**config.mk**
```make
export PLATFORM = sky130hd
export DESIGN_NAME = mrc_host
export DESIGN_NICKNAME = d
export VERILOG_FILES = /design/src/logic/mrc_pkg.sv /design/src/logic/mrc_host.sv
export SDC_FILE = /design/constraint.sdc
export NUM_CORES = 1
export LEC_CHECK = 0
export BUFFER_PORTS_ARGS = -buffer_cell sky130_fd_sc_hd__buf_2
export CAP_MARGIN = 40
export CORE_ASPECT_RATIO = 1.25
export CORE_MARGIN = 2
export CORE_UTILIZATION = 58
export DETAILED_ROUTE_END_ITERATION = 8
export PLACE_DENSITY_LB_ADDON = 0.25
export SETUP_SLACK_MARGIN = 0.1
export SLEW_MARGIN = 40
export SYNTH_ARGS = -nofsm -noshare
export SYNTH_HDL_FRONTEND = slang
export SYNTH_SLANG_ARGS = --single-unit
```
**constraint.sdc**
```tcl
create_clock -name sys_clk -period 6.2 [get_ports sys_clk]
set_input_delay 0.62 -clock sys_clk [delete_from_list [all_inputs] [get_ports sys_clk]]
set_output_delay 0.62 -clock sys_clk [all_outputs]
set_load 0.01 [all_outputs]
```
**src/logic/mrc_pkg.sv**
```systemverilog
// Package for the multiplexed-address ROM read controller.
package mrc_pkg;
   // Bus widths.
   localparam int MRC_ADDR_W = 16;
   localparam int MRC_LINE_W = 8;
   // Timing in ns, and the cycle counts at 4 ns, always rounded up.
   localparam int MRC_CLK_NS      = 4;
   localparam int MRC_STROBE_NS   = 200;
   localparam int MRC_SETUP_NS    = 75;
   localparam int MRC_HOLD_NS     = 150;
   localparam int MRC_ACCESS_NS   = 1000;
   localparam int MRC_STROBE_CYC  = (MRC_STROBE_NS + MRC_CLK_NS - 1) / MRC_CLK_NS;
   localparam int MRC_SETUP_CYC   = (MRC_SETUP_NS + MRC_CLK_NS - 1) / MRC_CLK_NS;
   localparam int MRC_HOLD_CYC    = (MRC_HOLD_NS + MRC_CLK_NS - 1) / MRC_CLK_NS;
   localparam int MRC_ACCESS_CYC  = (MRC_ACCESS_NS + MRC_CLK_NS - 1) / MRC_CLK_NS;
   localparam int MRC_CNT_W       = 9;
   // Reset value of the shared address lines.
   localparam logic [7:0] MRC_LINES_RST = 8'h00;

   typedef enum logic [2:0] {
      MRC_IDLE, MRC_SETUP, MRC_STROBE, MRC_HOLD, MRC_ACCESS
   } mrc_state_e;

   typedef struct packed {
      logic [15:0] addr;
   } mrc_req_s;

   typedef struct packed {
      logic [7:0] data;
      logic       chain;
   } mrc_rsp_s;
endpackage

```
**src/logic/mrc_host.sv**
```systemverilog
// Host that reads a multiplexed-address ROM through its pins.
`timescale 1ns/1ps
////////////////////////////////////////////////////////////////////////////////
// Functional notes
// - Sixteen-bit address sent as two bytes.
// - High byte driven first during strobe.
// - Low byte only after strobe ends.
// - Chain outputs may disable RAM chips.
module mrc_host #(
   parameter logic STROBE_ACT  = 1'b1,
   parameter logic SEL_ONE_ACT = 1'b1,
   parameter logic SEL_TWO_ACT = 1'b1,
   parameter int   ACCESS_CYC  = mrc_pkg::MRC_ACCESS_CYC
) (
   input  wire logic              sys_clk,
   input  wire logic              reset_n,
   input  wire logic              req_valid,
   output logic                   req_ready,
   input  wire mrc_pkg::mrc_req_s req,
   output logic                   rsp_valid,
   output mrc_pkg::mrc_rsp_s      rsp,
   output logic [7:0]             shared_address_lines,
   output logic                   address_strobe,
   output logic                   select_one,
   output logic                   select_two,
   output logic                   read_strobe_n,
   input  wire logic [7:0]        data_lines_in,
   input  wire logic              chain_enable_output
);
   import mrc_pkg::*;

   mrc_state_e            state_reg, state_next;
   logic [MRC_CNT_W-1:0]  cnt_reg, cnt_next;
   logic [15:0]           addr_reg;
   logic [7:0]            high_byte;
   logic [MRC_CNT_W-1:0]  since_strobe_reg;
   logic                  rsp_valid_reg;
   mrc_rsp_s              rsp_reg;
   logic                  done;
   logic                  take;

   assign take      = req_valid && (state_reg == MRC_IDLE);
   // The first setup cycle already shows the new high byte, so the full
   // setup time is spent on the right address.
   assign high_byte = take ? req.addr[15:8] : addr_reg[15:8];
   assign req_ready = (state_reg == MRC_IDLE);
   assign done      = (cnt_reg == '0);
   assign rsp_valid = rsp_valid_reg;
   assign rsp       = rsp_reg;

   always_comb begin
      state_next = state_reg;
      cnt_next   = done ? cnt_reg : cnt_reg - 1'b1;
      unique case (state_reg)
         MRC_IDLE: begin
            if (req_valid) begin
               state_next = MRC_SETUP;
               cnt_next   = MRC_CNT_W'(MRC_SETUP_CYC - 1);
            end
         end
         MRC_SETUP: begin
            if (done) begin
               state_next = MRC_STROBE;
               cnt_next   = MRC_CNT_W'(MRC_STROBE_CYC - 1);
            end
         end
         MRC_STROBE: begin
            if (done) begin
               state_next = MRC_HOLD;
               cnt_next   = MRC_CNT_W'(MRC_HOLD_CYC - 1);
            end
         end
         MRC_HOLD: begin
            if (done) begin
               state_next = MRC_ACCESS;
               cnt_next   = MRC_CNT_W'(ACCESS_CYC - 1);
            end
         end
         MRC_ACCESS: begin
            if (done) begin
               state_next = MRC_IDLE;
            end
         end
      endcase
   end

   always_ff @(posedge sys_clk or negedge reset_n) begin
      if (!reset_n) begin
         state_reg <= MRC_IDLE;
         cnt_reg   <= '0;
         addr_reg  <= 16'h0000;
      end else begin
         state_reg <= state_next;
         cnt_reg   <= cnt_next;
         if (take) begin
            addr_reg <= req.addr;
         end
      end
   end

   ////////////////////////////////////////////////////////////////////////////
   // Pin drive. The low byte waits out the hold time so the device's latch
   // closes on a stable high byte.
   always_ff @(posedge sys_clk or negedge reset_n) begin
      if (!reset_n) begin
         shared_address_lines <= MRC_LINES_RST;
         address_strobe       <= ~STROBE_ACT;
         select_one           <= ~SEL_ONE_ACT;
         select_two           <= ~SEL_TWO_ACT;
         read_strobe_n        <= 1'b1;
      end else begin
         unique case (state_next)
            MRC_SETUP, MRC_STROBE:
               shared_address_lines <= high_byte;
            MRC_HOLD:
               shared_address_lines <= high_byte;
            MRC_ACCESS:
               shared_address_lines <= addr_reg[7:0];
            default:
               shared_address_lines <= shared_address_lines;
         endcase
         address_strobe <= (state_next == MRC_STROBE) ? STROBE_ACT
                                                      : ~STROBE_ACT;
         select_one <= (state_next != MRC_IDLE) ? SEL_ONE_ACT
                                                : ~SEL_ONE_ACT;
         select_two <= (state_next != MRC_IDLE) ? SEL_TWO_ACT
                                                : ~SEL_TWO_ACT;
         read_strobe_n <= (state_next != MRC_ACCESS);
      end
   end

   // The device array is static, so data is sampled only once after access.
   always_ff @(posedge sys_clk or negedge reset_n) begin
      if (!reset_n) begin
         rsp_valid_reg <= 1'b0;
         rsp_reg       <= '0;
      end else begin
         rsp_valid_reg <= (state_reg == MRC_ACCESS) && done;
         if ((state_reg == MRC_ACCESS) && done) begin
            rsp_reg.data  <= data_lines_in;
            rsp_reg.chain <= chain_enable_output;
         end
      end
   end

   ////////////////////////////////////////////////////////////////////////////
   // Hold helper. The hold time is far longer than a repetition may count,
   // so the cycles since the strobe last ended are kept in a counter.
   always_ff @(posedge sys_clk or negedge reset_n) begin
      if (!reset_n) begin
         since_strobe_reg <= '0;
      end else if (address_strobe == STROBE_ACT) begin
         since_strobe_reg <= '0;
      end else if (since_strobe_reg != '1) begin
         since_strobe_reg <= since_strobe_reg + 1'b1;
      end
   end
endmodule

```
==> results.md, run 1 <==
* Setup TNS Final at 0 ps
* Asr flop ratio synth at 100%
* Vias in the first global route at 1817
* CP required at roughly 6400 ps
* Final slew viol count at 0
* Hold_buf cts at 0
* Worst IR Drop VDD at 0.224 mV
* Synth Register Bits at 49
* Syn Nets at 236
* FILL cells at 346
* Most frequent cells in the layout: buf_2, dfrtp_1, mux2_2
* H-tree Lvls at 2
* Setup Skew at 8.76 ps
* Via Count at around 1700
* CTS sink count at 49
* Post-CTS Repair Setup Buffers at 0
* Clock power frac at between 10% and 20%
* DRC at 0
* Fin crit share at 43.2%
* Cell-internal power at 0.757 mW
* Final hold viol count at 0
* Worst Tran Pin Value at ~800 ps
* CTS tree: done
* Max reg flops at 16
* Logic pwr share at 33.9%
* Seq pwr share at 46.4%
* Share of cells above drive strength 1 at roughly 38%
* Sequential area share after synthesis at 51.0%
* First-pass GRT wire length at 8.36 mm
* Ys flop type: dfrtp_1
* Total Routing Usage GR at around a quarter
* Row cnt at 26
* Syn-to-layout area delta at 14.7%
* WL final at 4.84 mm
* Worst rel slew slack at 45.6%
* Clock slew at reported path FFs at 90 ps
* Nets@finish at 277
* Synth warn at 0
* Diode count at 0
* Cts bufs inserted at 5
* PD cells at 421 mW/mm²
* Post-synth EDFFs at 0
* NetSw at 0.405 mW
* Most common cell after layout, fill and taps aside: buf_2
* Routability cong. at 0.837
* Grt ovf at 0
* Layout Cells excl Fill at ~300
* TritonRoute pass-1 iters at 4
* Post-CTS resize count at 0
* Status: complete, no violations
* Clock root cell: clkbuf_8
* Initial antenna violation count at 0
* Delay-heaviest family, CP: simple AND/OR/NAND/NOR gates
* Die Wd at 61.6 µm
* Crit. End Element: flop
* Worst Path Class, Setup: flop to flop
* CP cell instances: inv_1 > ha_1 > or4b_1 > o311ai_4 > and2_1 > o31ai_1
* Mapped cell area at approximately 0.0024 mm²
* Worst-Skew Late Latency at 310 ps
* IO Pins at 51
* Core area at 0.00403 mm²
* Slowest stage delay, CP at 680 ps
* Setup Viol. Count Final at 0
* Critical path's slowest cell: or4b_1
* Worst slack, placed at between 3000 and 4000 ps
* Cells after DPL at 296
* Minimum clock period at 2680 ps
* Sw Share at 34.9%
* WP buf/inv at 1
* Fin util at about two thirds
* Starting Density at 59.7%
* Max Cap Viol at 0
* RSZ-0062 raised after global routing: no
* Mean post-synth cell area at 11.7 µm²
* Hold Crit Class: input port to async pin
* Routed WL per cell at 15.9 µm
* F_max at 373 MHz
* Post-Syn Instances at slightly above 200
* Worst-path maximum fanout at 9
* Die height at 76.1 µm
* Largest net degree at the start of global routing at 50
* PortBufs at 50
* Type of origin of the critical path: flop
* Fin worst setup slack at 3520 ps
* WP data arrival at 2870 ps
* Netlist cell types at between 40 and 50
* Drt first-iter violations at about 120
* Post-DRT Antenna Nets at 0
* Post-DP HPWL at 3.30 mm
* Clock Path Buffers at 2
* Static Leak at 1.28 nW
* Die Area at around 0.0047 mm²
* Post-DR vias/cell at between 5 and 6
[per-layer routing]
layer | track usage (%) | share of wire, % | up-vias
li1 | - | - | 834
met1 | 31.9 | 45 | 865
met2 | 35.5 | 50 | 36
met3 | 5.43 | 3.1 | 9
met4 | 9.36 | 1.9 | 0
met5 | 0 | 0 | -
[stage by stage]
stage,hold WS [ps],cell area [µm²],power [mW]
6_report,328,2760,1.16
5_1_grt,380,2760,1.24
4_1_cts,345,2750,1.16
3_5_place_dp,485,2640,0.935
3_3_place_gp,481,2640,0.919
2_1_floorplan,324,2410,0.826
[worst paths after layout]
check / start / to / slack, ps / depth (start not counted)
worst max-delay path: cnt_reg[0] / shared_address_lines[5] / 3520 / 6
worst min-delay path: reset_n / addr_reg[3] / 330 / 1
worst max register to register: cnt_reg[0] / shared_address_lines[5] / 3520 / 6
worst min register to register: addr_reg[10] / addr_reg[10] / 510 / 1
max in group asynchronous: reset_n / state_reg[2] / 5440 / 1
min in group sys_clk: addr_reg[10] / addr_reg[10] / 510 / 1
[cell families after synthesis]
group	count (synthesis)	synth area share, %
buffers and inverters	23	5.25
flip-flops	49	51.0
AND/OR/NAND/NOR	54	12.4
XOR/XNOR	3	1.09
multiplexers	27	12.5
adder cells (fa/ha/maj)	2	1.04
AO/OA/AOI/OAI	48	16.7
[worst reg2reg max path, stage by stage (launching register included)]
cell      delay [ps]
dfrtp_1          410
inv_1             70
ha_1             220
or4b_1           680
o311ai_4         580
and2_1           460
o31ai_1          140
[area by class of cell]
class / count / area [µm²] / share of cell area (%)
repair buffers: 51 / 260 / 9.42
clock inverters: 2 / 38.8 / 1.40
inverters: 6 / 22.5 / 0.815
multi-input cells: 134 / 1070 / 38.7
well taps: 56 / 70.1 / 2.54
flip-flops and latches: 49 / 1230 / 44.5
clock buffers: 6 / 72.6 / 2.63
[cell usage after synthesis, drive strengths merged, types with 2 or more instances]
cell type | number | area (µm²)
nand2 | 9 | 33.8
inv | 6 | 22.5
nor4b | 2 | 17.5
buf | 10 | 77.6
ha | 2 | 25.0
nor3 | 9 | 50.1
o31ai | 10 | 88.8
or2 | 3 | 18.8
mux2 | 25 | 282
o32a | 2 | 20.0
nor4 | 3 | 18.8
xnor2 | 2 | 17.5
o22ai | 3 | 18.8
o21ba | 8 | 80.1
clkbuf | 7 | 26.3
nand3 | 12 | 65.1
o21ai | 3 | 15.0
a21oi | 6 | 30.0
a211oi | 4 | 30.0
dfrtp | 48 | 1200
o21bai | 2 | 15.0
o211a | 2 | 20.0
o211ai | 2 | 15.0
mux2i | 2 | 20.0
nor2 | 8 | 37.5
[power by group through the flow]
| stage | sequential, mW | clock, mW | combinational [mW] |
|---|---|---|---|
| 2_1_floorplan | 0.514 | 0 | 0.312 |
| 3_3_place_gp | 0.537 | 0 | 0.382 |
| 3_5_place_dp | 0.541 | 0 | 0.394 |
| 4_1_cts | 0.536 | 0.232 | 0.396 |
| 5_1_grt | 0.558 | 0.243 | 0.439 |
| 6_report | 0.539 | 0.230 | 0.393 |
No activity file was read; power rests on OpenSTA's default activity.
==> run 2, diff against run 1 <==
--- a/config.mk
+++ b/config.mk
@@ -5,11 +5,12 @@
 export SDC_FILE = /design/constraint.sdc
 export NUM_CORES = 1
 export LEC_CHECK = 0
+export ABC_AREA = 1
 export BUFFER_PORTS_ARGS = -buffer_cell sky130_fd_sc_hd__buf_2
 export CAP_MARGIN = 40
 export CORE_ASPECT_RATIO = 1.25
 export CORE_MARGIN = 2
-export CORE_UTILIZATION = 58
+export CORE_UTILIZATION = 55
 export DETAILED_ROUTE_END_ITERATION = 8
 export PLACE_DENSITY_LB_ADDON = 0.25
 export SETUP_SLACK_MARGIN = 0.1
==> constraint.sdc (replaced) <==
create_clock -name sys_clk -period 2.6 [get_ports sys_clk]
set_input_delay 0.26 -clock sys_clk [delete_from_list [all_inputs] [get_ports sys_clk]]
set_output_delay 0.26 -clock sys_clk [all_outputs]
set_load 0.01 [all_outputs]
==> run 2 against run 1 <==
Global-route usage shrank 1.4 points. Critical path depth increased by 6. First-iteration DRC count is 1.7% lower. Die area rose by 10%. Hold slack got worse by 180 ps. Sequential share of layout area is 2.8 points lower. Worst setup slack worse by 2900 ps. Routed wire length increased by 1.3%. Clock-buffer cell count up 1. Highest routed layer unchanged.
==> results.md, run 2 <==
* DRC at 0 (unchanged)
* Critical path origin: cnt_reg[0]
* Worst slack, placed at 648 ps (-2870 ps)
* Synth warn at 0 (unchanged)
* WP data arrival at 2150 ps (-720 ps)
* Most frequent cells in the layout: nand2_1, buf_2, dfrtp_1
* Post-Syn Instances at 286 (+39%)
* Nets@finish at 371 (+34%)
* Post-DRT Antenna Nets at 0 (unchanged)
* Static Leak at 1.54 nW (+20%)
* Worst rel slew slack at 57.5% (+12 points)
* Routed WL per cell at 12.3 µm (-23%)
* Post-DP HPWL at 3.72 mm (+13%)
* Crit. End Element: flop
* Final hold viol count at 0 (unchanged)
* Critical path's slowest cell: dfrtp_1
* Setup Skew at 1.66 ps (-7.10 ps)
* Syn Nets at 316 (+34%)
* Post-CTS resize count at 0 (unchanged)
* Hold_buf cts at 1 (+1)
* Row cnt at 27 (+3.8%)
* Initial antenna violation count at 0 (unchanged)
* PortBufs at 50 (unchanged)
* Largest net degree at the start of global routing at 28 (-44%)
* Setup TNS Final at 0 ps (unchanged)
* Mean post-synth cell area at 8.85 µm² (-24%)
* Worst Path Class, Setup: flop to flop
* Diode count at 0 (unchanged)
* Worst Tran Pin Value at 635 ps (-180 ps)
* Die Area at 0.00516 mm² (+10%)
* Ys flop type: dfrtp_1
* Core area at 0.00443 mm² (+9.7%)
* Worst Reg-to-Reg Cells at 12 (+6)
* Type of origin of the critical path: flop
* Synth top area share at 47.5% (-2.4 points)
* Grt ovf at 0 (unchanged)
* F_max at 511 MHz (+37%)
* Minimum clock period at 1960 ps (-722 ps)
* Routability cong. at 0.850 (+1.5%)
* WL final at 4.90 mm (+1.3%)
* CTS sink count at 49 (unchanged)
* PD cells at 1170 mW/mm² (+180%)
* Slowest stage delay, CP at 390 ps (-290 ps)
* TritonRoute pass-1 iters at 4 (unchanged)
* Final instance area at 0.00295 mm² (+6.7%)
* Cts bufs inserted at 5 (unchanged)
* Fin crit share at 75.3% (+32 points)
* H-tree Lvls at 2 (unchanged)
* Hold Crit Class: input port to flop
* Asr flop ratio synth at 100% (unchanged)
* Crit path capture: shared_address_lines[4]
* Total Routing Usage GR at 22.0% (-1.4 points)
* Starting Density at 57.2% (-2.5 points)
* Post-DR vias/cell at 5.08 (-11%)
* Delay-heaviest family, CP: simple AND/OR/NAND/NOR gates
* Die Wd at 64.7 µm (+4.9%)
* Final slew viol count at 0 (unchanged)
* Worst-Skew Late Latency at 300 ps (about the same)
* Vias in the first global route at 1996 (+9.9%)
* Die height at 79.8 µm (+5.0%)
* Worst-path maximum fanout at 11 (+2)
* Most common cell after layout, fill and taps aside: nand2_1
* CTS tree: done
* Share of cells above drive strength 1 at 33.9% (-4.0 points)
* Mapped cell area at 0.00253 mm² (+5.1%)
* Flop2flop setup slack at 640 ps (-2880 ps)
* CP required at 2790 ps (-3600 ps)
* Design Power at 3.44 mW (+200%)
* Synth area leaders: dfrtp_1, nand2_1, nand3_1, nand2_2, nand2_4
* Synth top cells by count: nand2_1, dfrtp_1, nand3_1
* Post-synth EDFFs at 0 (unchanged)
* CP cell instances: inv_1 > ha_1 > nand2_4 > nor2_8 > nand3_1 > buf_4 > nand2_1 > nand2_2 > nand2_4 > nand3_4 > nand3_1 > nand2_1
* Synth Register Bits at 49 (unchanged)
* RR Endpoint: shared_address_lines[4]
* Post-CTS Repair Setup Buffers at 0 (unchanged)
* Drt first-iter violations at 113 (-1.7%)
* Setup Viol. Count Final at 0 (unchanged)
* Placed cell areas at 0.00284 mm² (+7.3%)
* Max reg flops at 16 (unchanged)
* Clock root cell: clkbuf_8
* RSZ-0062 raised after global routing: no
* Clock slew at reported path FFs at 80 ps (about the same)
* Reg2reg start: cnt_reg[0]
* Most area-hungry cell type in the Yosys netlist: dfrtp_1
* Most numerous cell in the Yosys netlist: nand2_1
* Max Cap Viol at 0 (unchanged)
* First-pass GRT wire length at 8.85 mm (+5.9%)
* WP depth at 12 (+6)
* Fin util at 66.6% (-1.9 points)
* Syn-to-layout area delta at 16.4%
* Netlist cell types at 34 (-29%)
* Worst IR Drop VDD at 0.576 mV (+160%)
* WP buf/inv at 2 (+1)
* Via Count at 2031 (+16%)
* Status: complete, no violations
* Fin worst setup slack at 642 ps (-2880 ps)
* Clock Path Buffers at 2 (unchanged)
* IO Pins at 51 (unchanged)
* Sequential area share after synthesis at 48.5% (-2.5 points)
[run 2: per-stage QoR]
stage,hold WS [ps],cells
6_report,144,400
5_1_grt,156,400
4_1_cts,141,400
3_5_place_dp,261,391
3_3_place_gp,259,391
2_1_floorplan,-35.6,286
[run 2: logic make-up (layout without fill, tap and decap cells)]
logic type	Yosys count	in the layout	synth area share, %
AO/OA/AOI/OAI	15	15	3.36
XOR/XNOR	4	4	1.38
adder cells (fa/ha/maj)	2	2	0.988
buffers and inverters	28	84	4.94
flip-flops	49	49	48.5
AND/OR/NAND/NOR	188	188	40.8
[run 2: worst min path at each step]
stage	to	slack [ps]	startpoint	cells after the start
after floorplan	addr_reg[0]	-40	reset_n	0
after global placement	cnt_reg[3]	260	reset_n	1
after detailed placement	cnt_reg[3]	260	reset_n	1
after CTS	addr_reg[0]	140	req[0]	3
after global routing	rsp[4]	160	data_lines_in[3]	3
final	addr_reg[1]	140	req[1]	3
[run 2: layer usage]
| layer | track usage [%] | part of all wire (%) | vias up |
|---|---|---|---|
| li1 | - | - | 1023 |
| met1 | 27.8 | 42 | 969 |
| met2 | 37.9 | 53 | 33 |
| met3 | 3.39 | 3.3 | 6 |
| met4 | 8.30 | 1.7 | 0 |
| met5 | 0 | 0 | - |
[run 2: cell type report]
cell class                 instances  area (µm²)
tap                               58        72.6
timing repair buffer              53         275
multi-input combinational        209        1180
sequential                        49        1230
inverter                          23        91.3
clock buffer                       7        96.3
clock inverter                     1        5.00
fill                             373        1480
[run 2: power breakdown]
group / leakage, nW / switching, mW / internal (mW)
combinational: 0.906 / 1.03 / 0.615
clock: 0.0542 / 0.246 / 0.241
sequential: 0.579 / 0.231 / 1.08
[run 2: worst min-delay path: stages]
cell     delay (ps)
buf_2            70
nand2_1          40
nand2_1          40
==> run 3, diff against run 2 <==
--- a/config.mk
+++ b/config.mk
@@ -5,12 +5,12 @@
 export SDC_FILE = /design/constraint.sdc
 export NUM_CORES = 1
 export LEC_CHECK = 0
-export ABC_AREA = 1
+export ABC_AREA = 0
 export BUFFER_PORTS_ARGS = -buffer_cell sky130_fd_sc_hd__buf_2
 export CAP_MARGIN = 40
 export CORE_ASPECT_RATIO = 1.25
 export CORE_MARGIN = 2
-export CORE_UTILIZATION = 55
+export CORE_UTILIZATION = 54
 export DETAILED_ROUTE_END_ITERATION = 8
 export PLACE_DENSITY_LB_ADDON = 0.25
 export SETUP_SLACK_MARGIN = 0.1
==> constraint.sdc (replaced) <==
create_clock -name sys_clk -period 2 [get_ports sys_clk]
set_input_delay 0.2 -clock sys_clk [delete_from_list [all_inputs] [get_ports sys_clk]]
set_output_delay 0.2 -clock sys_clk [all_outputs]
set_load 0.01 [all_outputs]
==> run 3 against run 2 <==
The flow now finishes with violations (negative setup slack). First-iteration DRC count is 76% higher. Fmax fell by 4.5%. Final area up 10%. Clock skew is 3.6 ps higher. Critical path depth shrank 4. Flip-flop and latch count is the same. Clock power grew 26%. Hold slack got worse by 19 ps. Die area shrank 2.9%. Core utilization grew 7.8 points. Critical path type unchanged.
==> results.md, run 3 (synthesized netlist as in run 1, its figures left out) <==
* Starting Density at 55.3% (-1.9 points)
* TritonRoute pass-1 iters at 4 (unchanged)
* Worst Path Class, Setup: flop to flop
* Failing checks: negative setup slack
* DRC at 0 (unchanged)
* Max reg flops at 16 (unchanged)
* WP data arrival at 2240 ps (+90 ps)
* Post-DRT Antenna Nets at 0 (unchanged)
* Diode count at 0 (unchanged)
* GR Util met1 at 30.4% (+2.6 points)
* Setup Skew at 5.22 ps (+3.56 ps)
* WP buf/inv at 3 (+1)
* Largest net degree at the start of global routing at 25 (-11%)
* Type of origin of the critical path: flop
* Syn-to-layout area delta at 34.6%
* CP cell instances: inv_2 > ha_4 > or4b_4 > buf_6 > nor2_4 > buf_12 > nand3_4 > mux2_2
* Minimum clock period at 2050 ps (+92.3 ps)
* Design Power at 4.15 mW (+21%)
* Routed WL per cell at 17.2 µm (+40%)
* Worst rel slew slack at 70.2% (+13 points)
* H-tree Lvls at 2 (unchanged)
* Worst-Skew Late Latency at 300 ps (about the same)
* Drt first-iter violations at 199 (+76%)
* CTS sink count at 49 (unchanged)
* First-pass GRT wire length at 9.40 mm (+6.3%)
* PD cells at 1280 mW/mm² (+9.6%)
* Clock root cell: clkbuf_8
* Row cnt at 27 (unchanged)
* Setup Viol. Count Final at 21 (+21)
* CTS tree: done
* Hold Crit Class: input port to flop
* Crit. End Element: flop
* Vias in the first global route at 1987 (-0.45%)
* Delay-heaviest family, CP: simple AND/OR/NAND/NOR gates
* Critical path's slowest cell: or4b_4
* Grt ovf at 0 (unchanged)
* FILL cells at 295 (-21%)
* Initial antenna violation count at 0 (unchanged)
* Fin crit share at 103% (+27 points)
* CP required at 2190 ps (-600 ps)
* Clock slew at reported path FFs at 90 ps (about the same)
* Die height at 78.7 µm (-1.5%)
* Worst IR Drop VDD at 0.839 mV (+46%)
* Most frequent cells in the layout: buf_2, dfrtp_1, buf_4
* IO Pins at 51 (unchanged)
* PortBufs at 50 (unchanged)
* Static Leak at 1.47 nW (-4.4%)
* WL final at 5.90 mm (+20%)
* Die Area at 0.00501 mm² (-2.9%)
* Worst-path maximum fanout at 5 (-6)
* Post-DR vias/cell at 5.70 (+12%)
* Routability cong. at 0.875 (+2.9%)
* Most common cell after layout, fill and taps aside: buf_2
* Final slew viol count at 0 (unchanged)
* Status: finished with violations
* Via Count at 1962 (-3.4%)
* Share of cells above drive strength 1 at 54.2% (+20 points)
* Final hold viol count at 0 (unchanged)
* Worst slack, placed at -95.6 ps (-743 ps)
* Nets@finish at 315 (-15%)
* F_max at 488 MHz (-4.5%)
* Max Cap Viol at 0 (unchanged)
* Cts bufs inserted at 5 (unchanged)
* Post-DP HPWL at 3.98 mm (+6.9%)
* Die Wd at 63.7 µm (-1.5%)
* Total Routing Usage GR at 23.8% (+1.8 points)
* Core area at 0.00436 mm² (-1.5%)
* Fin Hold WS at 125 ps (-18.9 ps)
* GR Util met3 at 4.15% (+0.77 points)
* Flop2flop setup slack at -50 ps (-690 ps)
* M2 GR Usage at 41.2% (+3.2 points)
* Worst Tran Pin Value at 443 ps (-191 ps)
* Clock Path Buffers at 2 (unchanged)
* Slowest stage delay, CP at 510 ps (+120 ps)
* RSZ-0062 raised after global routing: yes
* Fin worst setup slack at -50.6 ps (-692 ps)
* Global route hottest layer: met2
==> run 3: layout make-up <==
cell class / count / area, µm² / area share [%]
clock inverters: 1 / 7.51 / 0.231
flip-flops and latches: 49 / 1230 / 37.8
clock buffers: 7 / 86.3 / 2.66
well taps: 58 / 72.6 / 2.24
inverters: 6 / 27.5 / 0.849
repair buffers: 88 / 598 / 18.4
multi-input cells: 135 / 1220 / 37.7
==> run 3: per-stage QoR <==
step	utilization (%)	cell area (µm²)	TNS [ps]	instances
after detailed placement	67.1	2930	-1380	329
after global routing	74.4	3240	-1710	344
after floorplan	-	2430	-447	206
final	74.4	3240	-666	344
after global placement	67.1	2930	-70.7	329
after CTS	71.6	3120	-1150	343
==> run 3: final timing paths <==
path                            depth (start not counted)               startpoint                       to
worst max-delay path                                    8               cnt_reg[0]                   rsp[5]
max in group asynchronous                               3                  reset_n                   rsp[5]
worst min-delay path                                    2      chain_enable_output                   rsp[0]
worst max register to register                          8               cnt_reg[0]                   rsp[5]
min in group asynchronous                               2                  reset_n  shared_address_lines[7]
worst min register to register                          2  shared_address_lines[5]  shared_address_lines[5]
==> run 3: where the power goes <==
group          switching (mW)  leakage (nW)  total, mW  internal (mW)
Combinational           0.981         0.838       1.97          0.986
Sequential              0.215         0.588       1.58           1.36
Clock                   0.330        0.0445      0.612          0.282
==> run 3: timing repair <==
item,in CTS,in global routing
pin swaps,11,7
setup endpoints to repair,25,30
cloned,1,0
buffers inserted,5,2
hold buffers,1,0
gates resized for setup,10,24
hold endpoints to repair,16,0
==> run 3: routing by layer <==
metal | vias to the layer above | part of all wire, %
met5 | - | 0
met4 | 0 | 1.6
met3 | 14 | 5.3
met2 | 74 | 53
met1 | 959 | 40
li1 | 915 | -
